`config.mk`:
```
export PLATFORM = sky130hd
export DESIGN_NAME = adc_oversample_resolution_ctrl
export DESIGN_NICKNAME = d
export VERILOG_FILES = /design/src/pkg/adc_ovs_pkg.sv /design/src/rtl/ovs_round_shift.sv /design/src/rtl/adc_oversample_resolution_ctrl.sv
export VERILOG_INCLUDE_DIRS = /design/src /design/src/pkg
export SDC_FILE = /design/constraint.sdc
export NUM_CORES = 1
export LEC_CHECK = 0
export BUFFER_PORTS_ARGS = -buffer_cell sky130_fd_sc_hd__buf_2
export CAP_MARGIN = 20
export CORE_MARGIN = 4
export CORE_UTILIZATION = 30
export CTS_CLUSTER_SIZE = 16
export DETAILED_ROUTE_END_ITERATION = 10
export PLACE_DENSITY = 0.57
export RECOVER_POWER = 100
export SKIP_CTS_REPAIR_TIMING = 1
export SLEW_MARGIN = 0
export SYNTH_ARGS = -nofsm -noshare
export SYNTH_HDL_FRONTEND = slang
export SYNTH_HIERARCHICAL = 1
export SYNTH_SLANG_ARGS = --single-unit
```
`constraint.sdc`:
```
create_clock -name pclk -period 8.3 [get_ports pclk]
set_input_delay 1.245 -clock pclk [delete_from_list [all_inputs] [get_ports pclk]]
set_output_delay 1.245 -clock pclk [all_outputs]
set_load 0.02 [all_outputs]
```
`src/pkg/adc_ovs_params.svh`:
```
// register offsets, field positions, reset values and timing counts of the converter back-end
`ifndef ADC_OVS_PARAMS_SVH
`define ADC_OVS_PARAMS_SVH

// ********************************************************************
// register byte offsets
// ********************************************************************
`define OFS_STATUS 12'h000
`define OFS_CTRL_A 12'h004
`define OFS_CTRL_B 12'h008
`define OFS_SAMPLE 12'h00c
`define OFS_OVS_CTRL 12'h010
`define OFS_RESULT 12'h014

// ********************************************************************
// field positions
// ********************************************************************
`define BIT_WD_FLAG 0
`define BIT_SEQ_DONE 1
`define BIT_STARTED 4
`define BIT_SEQ_IRQ_EN 5
`define BIT_WD_IRQ_EN 6
`define POS_RES_LO 24
`define POS_RES_HI 25
`define BIT_CONV_ON 0
`define BIT_CONTINUOUS 1
`define BIT_SW_START 22
`define BIT_SENSOR_EN 23
`define POS_SMP_HI 7
`define BIT_OVS_EN 0
`define POS_RATIO_LO 2
`define POS_RATIO_HI 4
`define POS_SHIFT_LO 5
`define POS_SHIFT_HI 8

// ********************************************************************
// reset values and widths
// ********************************************************************
`define RST_WORD 32'h0000_0000
`define ACC_WIDTH 20
`define RESULT_WIDTH 16
`define RAW_WIDTH 12

// ********************************************************************
// timing: conversion phase cycles per resolution (x.5 plus the half of sampling)
// ********************************************************************
`define CONV_CYC_12 8'h0d
`define CONV_CYC_10 8'h0b
`define CONV_CYC_8 8'h09
`define CONV_CYC_6 8'h07

`endif

```
`src/pkg/adc_ovs_pkg.sv`:
```
// types shared by the converter back-end
package adc_ovs_pkg;

  // gray along idle -> sample -> convert
  typedef enum logic [1:0] {
    st_idle = 2'b00,
    st_sample = 2'b01,
    st_convert = 2'b11
  } conv_state_type;

  typedef enum logic [1:0] {
    res_12bit = 2'b00,
    res_10bit = 2'b01,
    res_8bit = 2'b10,
    res_6bit = 2'b11
  } resolution_type;

endpackage

```
`src/rtl/ovs_round_shift.sv`:
```
// rounding right shift and truncation of the oversampling sum
`timescale 1ns/10ps
`include "adc_ovs_params.svh"
module ovs_round_shift #(
  parameter int ACC_W = `ACC_WIDTH,
  parameter int OUT_W = `RESULT_WIDTH
) (
  input wire logic [ACC_W-1:0] sum, // accumulated sum
  input wire logic [3:0] shift, // right shift 0..15
  output logic [OUT_W-1:0] result // rounded, truncated result
);
  logic [ACC_W:0] wide;
  logic [ACC_W:0] half;
  logic [ACC_W:0] shifted;

  always_comb begin
    half = '0;
    if (shift != 4'h0) begin
      half = (ACC_W+1)'(1) << (shift - 4'h1);
    end
    wide = {1'b0, sum} + half;
    shifted = wide >> shift;
    result = shifted[OUT_W-1:0];
  end
endmodule

```
`src/rtl/adc_oversample_resolution_ctrl.sv`:
```
// converter back-end: sensor enables, resolution timing, oversampling and flags over apb
`timescale 1ns/10ps
`include "adc_ovs_params.svh"
module adc_oversample_resolution_ctrl
  import adc_ovs_pkg::*;
#(
  parameter int ACC_W = `ACC_WIDTH,
  parameter int RAW_W = `RAW_WIDTH
) (
  input wire logic pclk, // apb clock, also converter clock
  input wire logic presetn, // async reset, active low
  input wire logic [11:0] paddr, // apb byte address
  input wire logic psel, // apb select
  input wire logic penable, // apb access phase
  input wire logic pwrite, // apb direction
  input wire logic [31:0] pwdata, // apb write data
  output logic [31:0] prdata, // apb read data
  output logic pready, // apb ready
  output logic pslverr, // apb error on unmapped address
  input wire logic ext_trigger, // external conversion trigger, rising edge
  input wire logic [RAW_W-1:0] core_data, // analog core result, right aligned
  input wire logic watchdog_hit, // threshold monitor event pulse
  output logic temp_sensor_enable, // temperature sensor power (channel 16)
  output logic ref_voltage_enable, // reference voltage enable (channel 17)
  output logic sample_hold, // analog core in sampling phase
  output logic convert_run, // analog core in approximation phase
  output logic [1:0] core_resolution, // resolution to analog core
  output logic irq_seq_done, // sequence-done interrupt
  output logic irq_watchdog // watchdog interrupt
);
  // ********************************************************************
  // helpers
  // ********************************************************************
  function automatic logic [7:0] conv_cycles(input logic [1:0] res);
    case (res)
      res_12bit: conv_cycles = `CONV_CYC_12;
      res_10bit: conv_cycles = `CONV_CYC_10;
      res_8bit: conv_cycles = `CONV_CYC_8;
      default: conv_cycles = `CONV_CYC_6;
    endcase
  endfunction
  function automatic logic [RAW_W-1:0] res_mask(input logic [1:0] res);
    case (res)
      res_12bit: res_mask = 12'hfff;
      res_10bit: res_mask = 12'h3ff;
      res_8bit: res_mask = 12'h0ff;
      default: res_mask = 12'h03f;
    endcase
  endfunction
  // ********************************************************************
  // registers and bus strobes
  // ********************************************************************
  logic [1:0] res_q;
  logic seq_irq_en_q, wd_irq_en_q;
  logic conv_on_q, cont_q, sens_en_q, ovs_en_q;
  logic [7:0] smp_q;
  logic [2:0] ratio_q;
  logic [3:0] shift_q;
  logic [15:0] data_q, ovs_result;
  logic seq_done_q, wd_flag_q, started_q;
  logic pready_q, pslverr_q;
  logic [31:0] prdata_q, rdata;
  logic mapped, wr_en, rd_en, sw_start;
  conv_state_type state_q, state_d;
  logic [7:0] cnt_q;
  logic [8:0] grp_q, ratio_last;
  logic [ACC_W-1:0] acc_q, acc_sum;
  logic trig_q, pend_q;
  logic sample_q, convert_q;
  logic conv_done, group_done, result_load;
  logic [RAW_W-1:0] raw;
  logic irq_seq_q, irq_wd_q;
  logic stat_wr, result_rd;
  // access completes on the second access cycle, when pready is already high
  assign wr_en = psel & penable & pready_q & pwrite;
  assign rd_en = psel & penable & pready_q & ~pwrite;
  assign sw_start = wr_en & (paddr == `OFS_CTRL_B) & pwdata[`BIT_SW_START];
  always_comb begin
    rdata = `RST_WORD;
    mapped = 1'b1;
    if (paddr == `OFS_STATUS) begin
      rdata[`BIT_WD_FLAG] = wd_flag_q;
      rdata[`BIT_SEQ_DONE] = seq_done_q;
      rdata[`BIT_STARTED] = started_q;
    end else if (paddr == `OFS_CTRL_A) begin
      rdata[`POS_RES_HI:`POS_RES_LO] = res_q;
      rdata[`BIT_SEQ_IRQ_EN] = seq_irq_en_q;
      rdata[`BIT_WD_IRQ_EN] = wd_irq_en_q;
    end else if (paddr == `OFS_CTRL_B) begin
      rdata[`BIT_CONV_ON] = conv_on_q;
      rdata[`BIT_CONTINUOUS] = cont_q;
      rdata[`BIT_SENSOR_EN] = sens_en_q;
    end else if (paddr == `OFS_SAMPLE) begin
      rdata[`POS_SMP_HI:0] = smp_q;
    end else if (paddr == `OFS_OVS_CTRL) begin
      rdata[`BIT_OVS_EN] = ovs_en_q;
      rdata[`POS_RATIO_HI:`POS_RATIO_LO] = ratio_q;
      rdata[`POS_SHIFT_HI:`POS_SHIFT_LO] = shift_q;
    end else if (paddr == `OFS_RESULT) begin
      rdata[15:0] = data_q;
    end else begin
      mapped = 1'b0;
    end
  end
  // ********************************************************************
  // apb answer: one wait state, data and error registered
  // ********************************************************************
  always_ff @(posedge pclk or negedge presetn) begin
    if (!presetn) begin
      pready_q <= 1'b0;
      pslverr_q <= 1'b0;
      prdata_q <= `RST_WORD;
    end else begin
      pready_q <= psel & penable & ~pready_q;
      pslverr_q <= psel & penable & ~pready_q & ~mapped;
      if (psel & penable & ~pready_q & ~pwrite) begin
        prdata_q <= rdata;
      end
    end
  end
  // ********************************************************************
  // control registers
  // ********************************************************************
  // resolution and oversampling settings are frozen while converting,
  // so a careless write cannot split one group over two settings
  always_ff @(posedge pclk or negedge presetn) begin
    if (!presetn) begin
      res_q <= 2'h0;
      seq_irq_en_q <= 1'b0;
      wd_irq_en_q <= 1'b0;
      conv_on_q <= 1'b0;
      cont_q <= 1'b0;
      sens_en_q <= 1'b0;
      smp_q <= 8'h00;
      ovs_en_q <= 1'b0;
      ratio_q <= 3'h0;
      shift_q <= 4'h0;
    end else if (wr_en) begin
      if (paddr == `OFS_CTRL_A) begin
        if (!conv_on_q) begin
          res_q <= pwdata[`POS_RES_HI:`POS_RES_LO];
        end
        seq_irq_en_q <= pwdata[`BIT_SEQ_IRQ_EN];
        wd_irq_en_q <= pwdata[`BIT_WD_IRQ_EN];
      end else if (paddr == `OFS_CTRL_B) begin
        conv_on_q <= pwdata[`BIT_CONV_ON];
        cont_q <= pwdata[`BIT_CONTINUOUS];
        sens_en_q <= pwdata[`BIT_SENSOR_EN];
      end else if (paddr == `OFS_SAMPLE) begin
        smp_q <= pwdata[`POS_SMP_HI:0];
      end else if (paddr == `OFS_OVS_CTRL && !conv_on_q) begin
        ovs_en_q <= pwdata[`BIT_OVS_EN];
        ratio_q <= pwdata[`POS_RATIO_HI:`POS_RATIO_LO];
        shift_q <= pwdata[`POS_SHIFT_HI:`POS_SHIFT_LO];
      end
    end
  end
  // ********************************************************************
  // conversion sequencer
  // ********************************************************************
  assign raw = core_data & res_mask(res_q);
  assign ratio_last = (9'h002 << ratio_q) - 9'h001;
  assign conv_done = (state_q == st_convert) && (cnt_q == 8'h00);
  assign group_done = (grp_q == ratio_last);
  assign result_load = conv_done & (~ovs_en_q | group_done);
  assign acc_sum = acc_q + {{(ACC_W-RAW_W){1'b0}}, raw};
  always_comb begin
    state_d = state_q;
    case (state_q)
      st_idle: begin
        if (conv_on_q && pend_q) begin
          state_d = st_sample;
        end
      end
      st_sample: begin
        if (cnt_q == 8'h00) begin
          state_d = st_convert;
        end
      end
      default: begin
        if (cnt_q == 8'h00) begin
          // an unfinished group runs on, reloading the sampling time from smp_q, which stays writable while on
          if ((ovs_en_q && !group_done) || cont_q) begin
            state_d = st_sample;
          end else begin
            state_d = st_idle;
          end
        end
      end
    endcase
    if (!conv_on_q) begin
      state_d = st_idle;
    end
  end
  always_ff @(posedge pclk or negedge presetn) begin
    if (!presetn) begin
      state_q <= st_idle;
      cnt_q <= 8'h00;
      sample_q <= 1'b0;
      convert_q <= 1'b0;
    end else begin
      state_q <= state_d;
      sample_q <= (state_d == st_sample);
      convert_q <= (state_d == st_convert);
      if (state_d == st_sample && state_q != st_sample) begin
        cnt_q <= smp_q;
      end else if (state_d == st_convert && state_q != st_convert) begin
        cnt_q <= conv_cycles(res_q) - 8'h01;
      end else if (cnt_q != 8'h00) begin
        cnt_q <= cnt_q - 8'h01;
      end
    end
  end
  // a trigger while busy is held and served when the sequencer returns to idle
  always_ff @(posedge pclk or negedge presetn) begin
    if (!presetn) begin
      trig_q <= 1'b0;
      pend_q <= 1'b0;
    end else begin
      trig_q <= ext_trigger;
      if (!conv_on_q) begin
        pend_q <= 1'b0;
      end else if (sw_start || (ext_trigger && !trig_q)) begin
        pend_q <= 1'b1;
      end else if (state_q == st_idle) begin
        pend_q <= 1'b0;
      end
    end
  end

  // ********************************************************************
  // oversampling accumulator and result
  // ********************************************************************
  ovs_round_shift #(
    .ACC_W(ACC_W),
    .OUT_W(`RESULT_WIDTH)
  ) u_round (
    .sum(acc_sum),
    .shift(shift_q),
    .result(ovs_result)
  );

  always_ff @(posedge pclk or negedge presetn) begin
    if (!presetn) begin
      acc_q <= '0;
      grp_q <= 9'h000;
      data_q <= 16'h0000;
    end else begin
      if (!conv_on_q || result_load) begin
        acc_q <= '0;
        grp_q <= 9'h000;
      end else if (conv_done && ovs_en_q) begin
        acc_q <= acc_sum;
        grp_q <= grp_q + 9'h001;
      end
      if (result_load) begin
        data_q <= ovs_en_q ? ovs_result : {4'h0, raw};
      end
    end
  end
  // ********************************************************************
  // status flags: a set in the clearing cycle wins
  // ********************************************************************
  assign stat_wr = wr_en & (paddr == `OFS_STATUS);
  assign result_rd = rd_en & (paddr == `OFS_RESULT);
  always_ff @(posedge pclk or negedge presetn) begin
    if (!presetn) begin
      seq_done_q <= 1'b0;
      wd_flag_q <= 1'b0;
      started_q <= 1'b0;
    end else begin
      if (result_load) begin
        seq_done_q <= 1'b1;
      end else if ((stat_wr && !pwdata[`BIT_SEQ_DONE]) || result_rd) begin
        seq_done_q <= 1'b0;
      end
      if (watchdog_hit) begin
        wd_flag_q <= 1'b1;
      end else if (stat_wr && !pwdata[`BIT_WD_FLAG]) begin
        wd_flag_q <= 1'b0;
      end
      if (state_q == st_idle && state_d == st_sample) begin
        started_q <= 1'b1;
      end else if (stat_wr && !pwdata[`BIT_STARTED]) begin
        started_q <= 1'b0;
      end
    end
  end

  always_ff @(posedge pclk or negedge presetn) begin
    if (!presetn) begin
      irq_seq_q <= 1'b0;
      irq_wd_q <= 1'b0;
    end else begin
      irq_seq_q <= seq_done_q & seq_irq_en_q;
      irq_wd_q <= wd_flag_q & wd_irq_en_q;
    end
  end

  // ********************************************************************
  // outputs
  // ********************************************************************
  assign prdata = prdata_q;
  assign pready = pready_q;
  assign pslverr = pslverr_q;
  assign temp_sensor_enable = sens_en_q;
  assign ref_voltage_enable = sens_en_q;
  assign sample_hold = sample_q;
  assign convert_run = convert_q;
  assign core_resolution = res_q;
  assign irq_seq_done = irq_seq_q;
  assign irq_watchdog = irq_wd_q;

endmodule

```
Word level (Yosys, flattened, before mapping)
Cells that the tools add are included.

word-level totals
  output and inout bits = 42
  bits of input ports = 63
  bits in registers = 108
  word-level logic and storage cells = 177

operators by class
  equal/unequal tests = 15
  bitwise logic cells = 24
  shift-type cells = 3
  $add $sub $neg = 7
  reduce and logical (&&, ||, !) cells = 38
  multiplexer cells = 63

operator list
  operator                count
  $mux W16                7
  $mux W8                 7
  $mux W7                 6
  $mux W20                2
  $pmux W12 S3            1
  $mux W9                 3
  $eq A12 B4 Y1 const B   2
  $eq A12 B5 Y1 const B   2
  $add A20 B21 Y21        1
  $mux W1                 21
  $mux W21                1
  $shl A1 B4 Y21 const A  1
  $shr A21 B4 Y16         1
  $add A20 B12 Y20        1
  $mux W2                 9
  $sub A8 B1 Y8 const B   2
  $and A1 B1 Y1           14
  $mux W14                1
  $and A12 B12 Y12        1
  $eq A12 B3 Y1 const B   1
  $logic_and A1 B1 Y1     12
  $logic_not A12 Y1       1
  $pmux W4 S3             1
  $mux W11                1
  27 further kinds        51

Longest topological paths before layout
  depth in word-level cells = 17
  gate-level depth with buffers = 23
  mapped depth without buffers = 23

Modules after synthesis
Netlist, hierarchy kept.

by module, submodules not included
  module                          instances  area an instance (um^2)  cells an instance
  adc_oversample_resolution_ctrl  1          6133.4                   642
  ovs_round_shift                 1          2230.9                   313

Worst setup path after synthesis
No wires, ideal clock.

  path kind = in2reg
  start point = input port core_data[7]
  end point = register data_q[8]
  setup slack = 2.955 ns
  arrival time = 5.220 ns
  stages = 19
  setup time = 0.125 ns
  path buffers = 0
  cells stage by stage = nor2b_1 > ha_1 > a21o_1 > or3_1 > o211ai_1 > a21boi_0 > nor2_1 > xnor2_1 > ha_1 > and3_1 > and2_2 > nor2_1 > a21oi_2 > xor2_2 > a211o_1 > o22ai_1 > a211oi_1 > mux2_2 > mux2_2

on the way
  word-level cells in the longest chain between the ends = 5

RTL lines
  item                  line                                   RTL
  start, declared       adc_oversample_resolution_ctrl.sv:21   input wire logic [RAW_W-1:0] core_data,
  $and A12 B12 Y12      adc_oversample_resolution_ctrl.sv:161  assign raw = core_data & res_mask(res_q);
  $add A20 B12 Y20      adc_oversample_resolution_ctrl.sv:166  assign acc_sum = acc_q + {{(ACC_W-RAW_W){1'b0}}, raw};
  via acc_sum[12]       adc_oversample_resolution_ctrl.sv:67   logic [ACC_W-1:0] acc_q, acc_sum;
  $add A20 B21 Y21      ovs_round_shift.sv:21                  wide = {1'b0, sum} + half;
  $shr A21 B4 Y16       ovs_round_shift.sv:22                  shifted = wide >> shift;
  via ovs_result[8]     adc_oversample_resolution_ctrl.sv:59   logic [15:0] data_q, ovs_result;
  $mux W16              adc_oversample_resolution_ctrl.sv:257  data_q <= ovs_en_q ? ovs_result : {4'h0, raw};
  end signal, assigned  adc_oversample_resolution_ctrl.sv:257
  end, declared         adc_oversample_resolution_ctrl.sv:59

The timed path passes the listed nets, and every way through them passes these cells.
A chain may end at the register's enable or synchronous reset.

Worst setup path in the final report
  start point = input port core_data[7]
  end point = register data_q[3]

Same word-level chain as after synthesis.

==> results.cfg <==
[run_status]
run_status = finished with violations
violations = max-capacitance violations, max-slew violations

[power]
power_density_mw_per_mm2 = 123
swShare_pct = 28.9
ir_drop_mv = 0.103
power_frac_clock_pct = 39.1
p_int_w = 0.000806
comb_power_share_pct = 13.5
switching_power_w = 0.000327
p_leak_nw = 4.11
power_frac_seq_pct = 47.4

[synthesis]
ys.flop_type = dfrtp_1
synth-simple-area-share_pct = 20.8
synthCells = 955
synth_xor_area_share_pct = 4.91
synth-edff-count = 0
synthMuxAreaShare_pct = 10.7
avgSynthCellArea_sq_um = 8.76
yosysWarnings = 6
synth_compound_area_share_pct = 20.9
async_flop_share_pct = 100
synth_top_family_by_area = compound AO/OA/AOI/OAI gates
synth_seq_cells = 108
synth.distinct_cells = 96
syn_area_sq_mm = 0.00836
ys_seq_area_share_pct = 32.3
synth_fa_ha_area_share_pct = 5.42

[critical_path]
crit_arrival_ns = 6.48
slowest_stage = mux4_2
required_ns = 8.58
crit_type = primary input to flop
end_kind = flop
r2r_cells = 20
crit_path_cell_trace = buf_2, nor2b_1, ha_1, a21o_1, or3_1, o211ai_1, a21boi_0, nor2_1, xnor2_1, ha_1, and3_1, and2_0, nor2_1, a211oi_1, mux2i_1, a21oi_1, mux4_2, a21oi_1, mux2i_1, o21ai_0
r2r_end = data_q[3]
slowest_delay_ns = 0.50
cp_max_fo = 8
cp-start-kind = primary input
reg2reg_slack_ns = 2.28
reg2reg_from = core_resolution[0]

[timing]
finalClockSkew_ns = 0.0165
setup_viol = 0
setup_ws_ns = 2.10
post-route-period-util_pct = 74.7
relSlewSlack_pct = -125
period_minus_slack_ns = 6.20
fmax_mhz = 161
whs_ns = 0.472
fin_setup_tns_ns = 0
finalHoldViolations = 0
worst_pin_slew_ns = 3.37
slew_viol_final = 111
rsz0062_at_grt = no

[floorplanning]
die_w_microns = 175
dieArea_sq_mm = 0.0306
core-area_sq_mm = 0.0272
die_h_microns = 175
row_count = 60
start_util_pct = 30.8
io_pins = 105

[grt]
grt_pass1_wl_microns = 38300
antenna_found_initial = 0
grt_start_max_net_pins = 63
first_global_vias = 6830
overflow = 0
track_usage_pct = 15.4

[clock_tree]
cts_made_buffers = 9
htreeDepth = 3
cts_max_path_buffers = 2
clkTransAtPathRegs_ns = 0.08
clkSinkCount = 108
clkLatencyLatePin_ns = 0.36
cts_tree = done
root_buffer = clkbuf_16

[run]
cap_violations = 2

[routing]
drt-pass1-iter-count = 7
drc = 0
viasPerCell = 5.33
routed_wl_microns = 23900
wl_per_cell_microns = 17.4
first_iter_violations = 671
ant_nets = 0
num_vias = 7317

[min_path]
min_to = prdata[23]
hold_start = prdata[23]
hold_depth = 2
min_path_type = flop to flop

[placed_design]
placedCellCount = 1357
port_buffers = 72
pre_cts_ws_ns = 2.01
gp_congestion = 0.875
dp_hpwl_microns = 18200

[layout]
n_antenna_cell = 0
multi_input_area_sq_mm = 0.00528
finalNonFillerCells = 1373
area_delta_synth_final_pct = 10.0
nNetsFinal = 1094
fin_util_pct = 33.9
drive_gt1_share_pct = 13.5
fill_cells = 2897
final-seq-area_sq_mm = 0.00270
==> worst max path at each step <==
| stage | endpoint | startpoint | depth (start not counted) | slack [ns] |
|---|---|---|---|---|
| 3_3_place_gp | data_q[3] | core_data[7] | 20 | 2.04 |
| 5_1_grt | acc_q[12] | presetn | 2 | 1.26 |
| 6_report | data_q[3] | core_data[7] | 20 | 2.10 |
| 4_1_cts | data_q[9] | core_data[7] | 20 | 2.38 |
| 3_5_place_dp | data_q[9] | core_data[7] | 20 | 2.01 |
| 2_1_floorplan | data_q[8] | core_data[7] | 19 | 2.95 |
==> flip-flops by register name, indices dropped and copies added (netlist names), 2 cells and up <==
register and count:
state_q 2, ratio_q 3, acc_q 20, smp_q 8
shift_q 4, core_resolution 2, data_q 16, grp_q 9
prdata 19, cnt_q 8
==> cells in the final DEF (no fill, tap or decap), types with 12 or more instances in the layout <==
master	netlist	final
a211oi_1	20	22
a21o_1	15	15
a21oi_1	53	53
buf_2	8	40
clkbuf_1	30	34
conb_1	2	14
dfrtp_1	108	108
ha_1	33	33
inv_1	18	18
mux2_2	39	39
mux2i_1	38	38
nand2_1	107	107
nand2b_1	12	12
nand3_1	22	22
nand4_1	16	16
nor2_1	90	90
nor3_1	25	26
o21ai_0	42	45
xnor2_1	29	29
xor2_1	16	16
==> critical path, delay by kind of cell <==
family | cells | cell delay [ns]
multiplexers | 3 | 1.04
AND/OR/NAND/NOR | 6 | 1.45
AO/OA/AOI/OAI | 7 | 1.74
adder cells (fa/ha/maj) | 2 | 0.80
buffers and inverters | 1 | 0.08
XOR/XNOR | 1 | 0.12
==> synth_stat cells, types with 15 or more instances <==
library cell,n,area share [%]
buf_4,18,1.6
dfrtp_1,108,32
clkbuf_1,30,1.3
o21ai_0,42,2.5
xor2_1,16,1.7
nor2_1,90,4.0
nand3_1,22,1.3
a21o_1,15,1.3
mux2_2,39,5.3
ha_1,33,4.9
nand2_1,107,4.8
mux2i_1,38,4.5
xnor2_1,29,3.0
inv_1,18,0.81
nor3_1,25,1.5
a21oi_1,53,3.2
nand4_1,16,1.2
a211oi_1,20,1.8
==> cell type report <==
cell class / count / area share, %
Tap cell: 372 / 5.06
Sequential cell: 108 / 29.4
Clock buffer: 9 / 2.45
Timing Repair Buffer: 79 / 3.97
Clock inverter: 7 / 0.857
Multi-Input combinational cell: 775 / 57.4
Inverter: 23 / 0.938
==> per-stage QoR <==
step	cell area, sq um	power, W
finish	9200	0.00113
global route	9200	0.00119
CTS	9290	0.00115
detailed placement	8980	0.000704
global placement	8980	0.000703
floorplan	8410	0.000662
==> metal layers <==
metal | wire (microns) | global-route usage [%] | share of wire, %
met4 | 639 | 4.84 | 2.7
met1 | 11300 | 22.2 | 47
met5 | 0 | 0 | 0
met2 | 10600 | 23.7 | 44
met3 | 1340 | 2.40 | 5.6
==> power by group through the flow <==
stage	Sequential [W]	Clock, W	Combinational [W]
global placement	0.000547	0	0.000156
detailed placement	0.000548	0	0.000156
finish	0.000538	0.000443	0.000153
global route	0.000538	0.000478	0.000169
CTS	0.000538	0.000456	0.000157
floorplan	0.000551	0	0.000111
==> logic make-up (layout without fill, tap and decap cells) <==
| kind of cell | count (synthesis) | count (layout) |
|---|---|---|
| adders and majority gates | 35 | 35 |
| AOI/OAI and AO/OA | 244 | 244 |
| buffers and inverters | 84 | 118 |
| xor gates and xnor gates | 46 | 46 |
| muxes | 81 | 81 |
| and+or+nand+nor | 355 | 355 |
| DFF | 108 | 108 |
| other | 2 | 14 |
No activity file was read; power rests on OpenSTA's default activity.
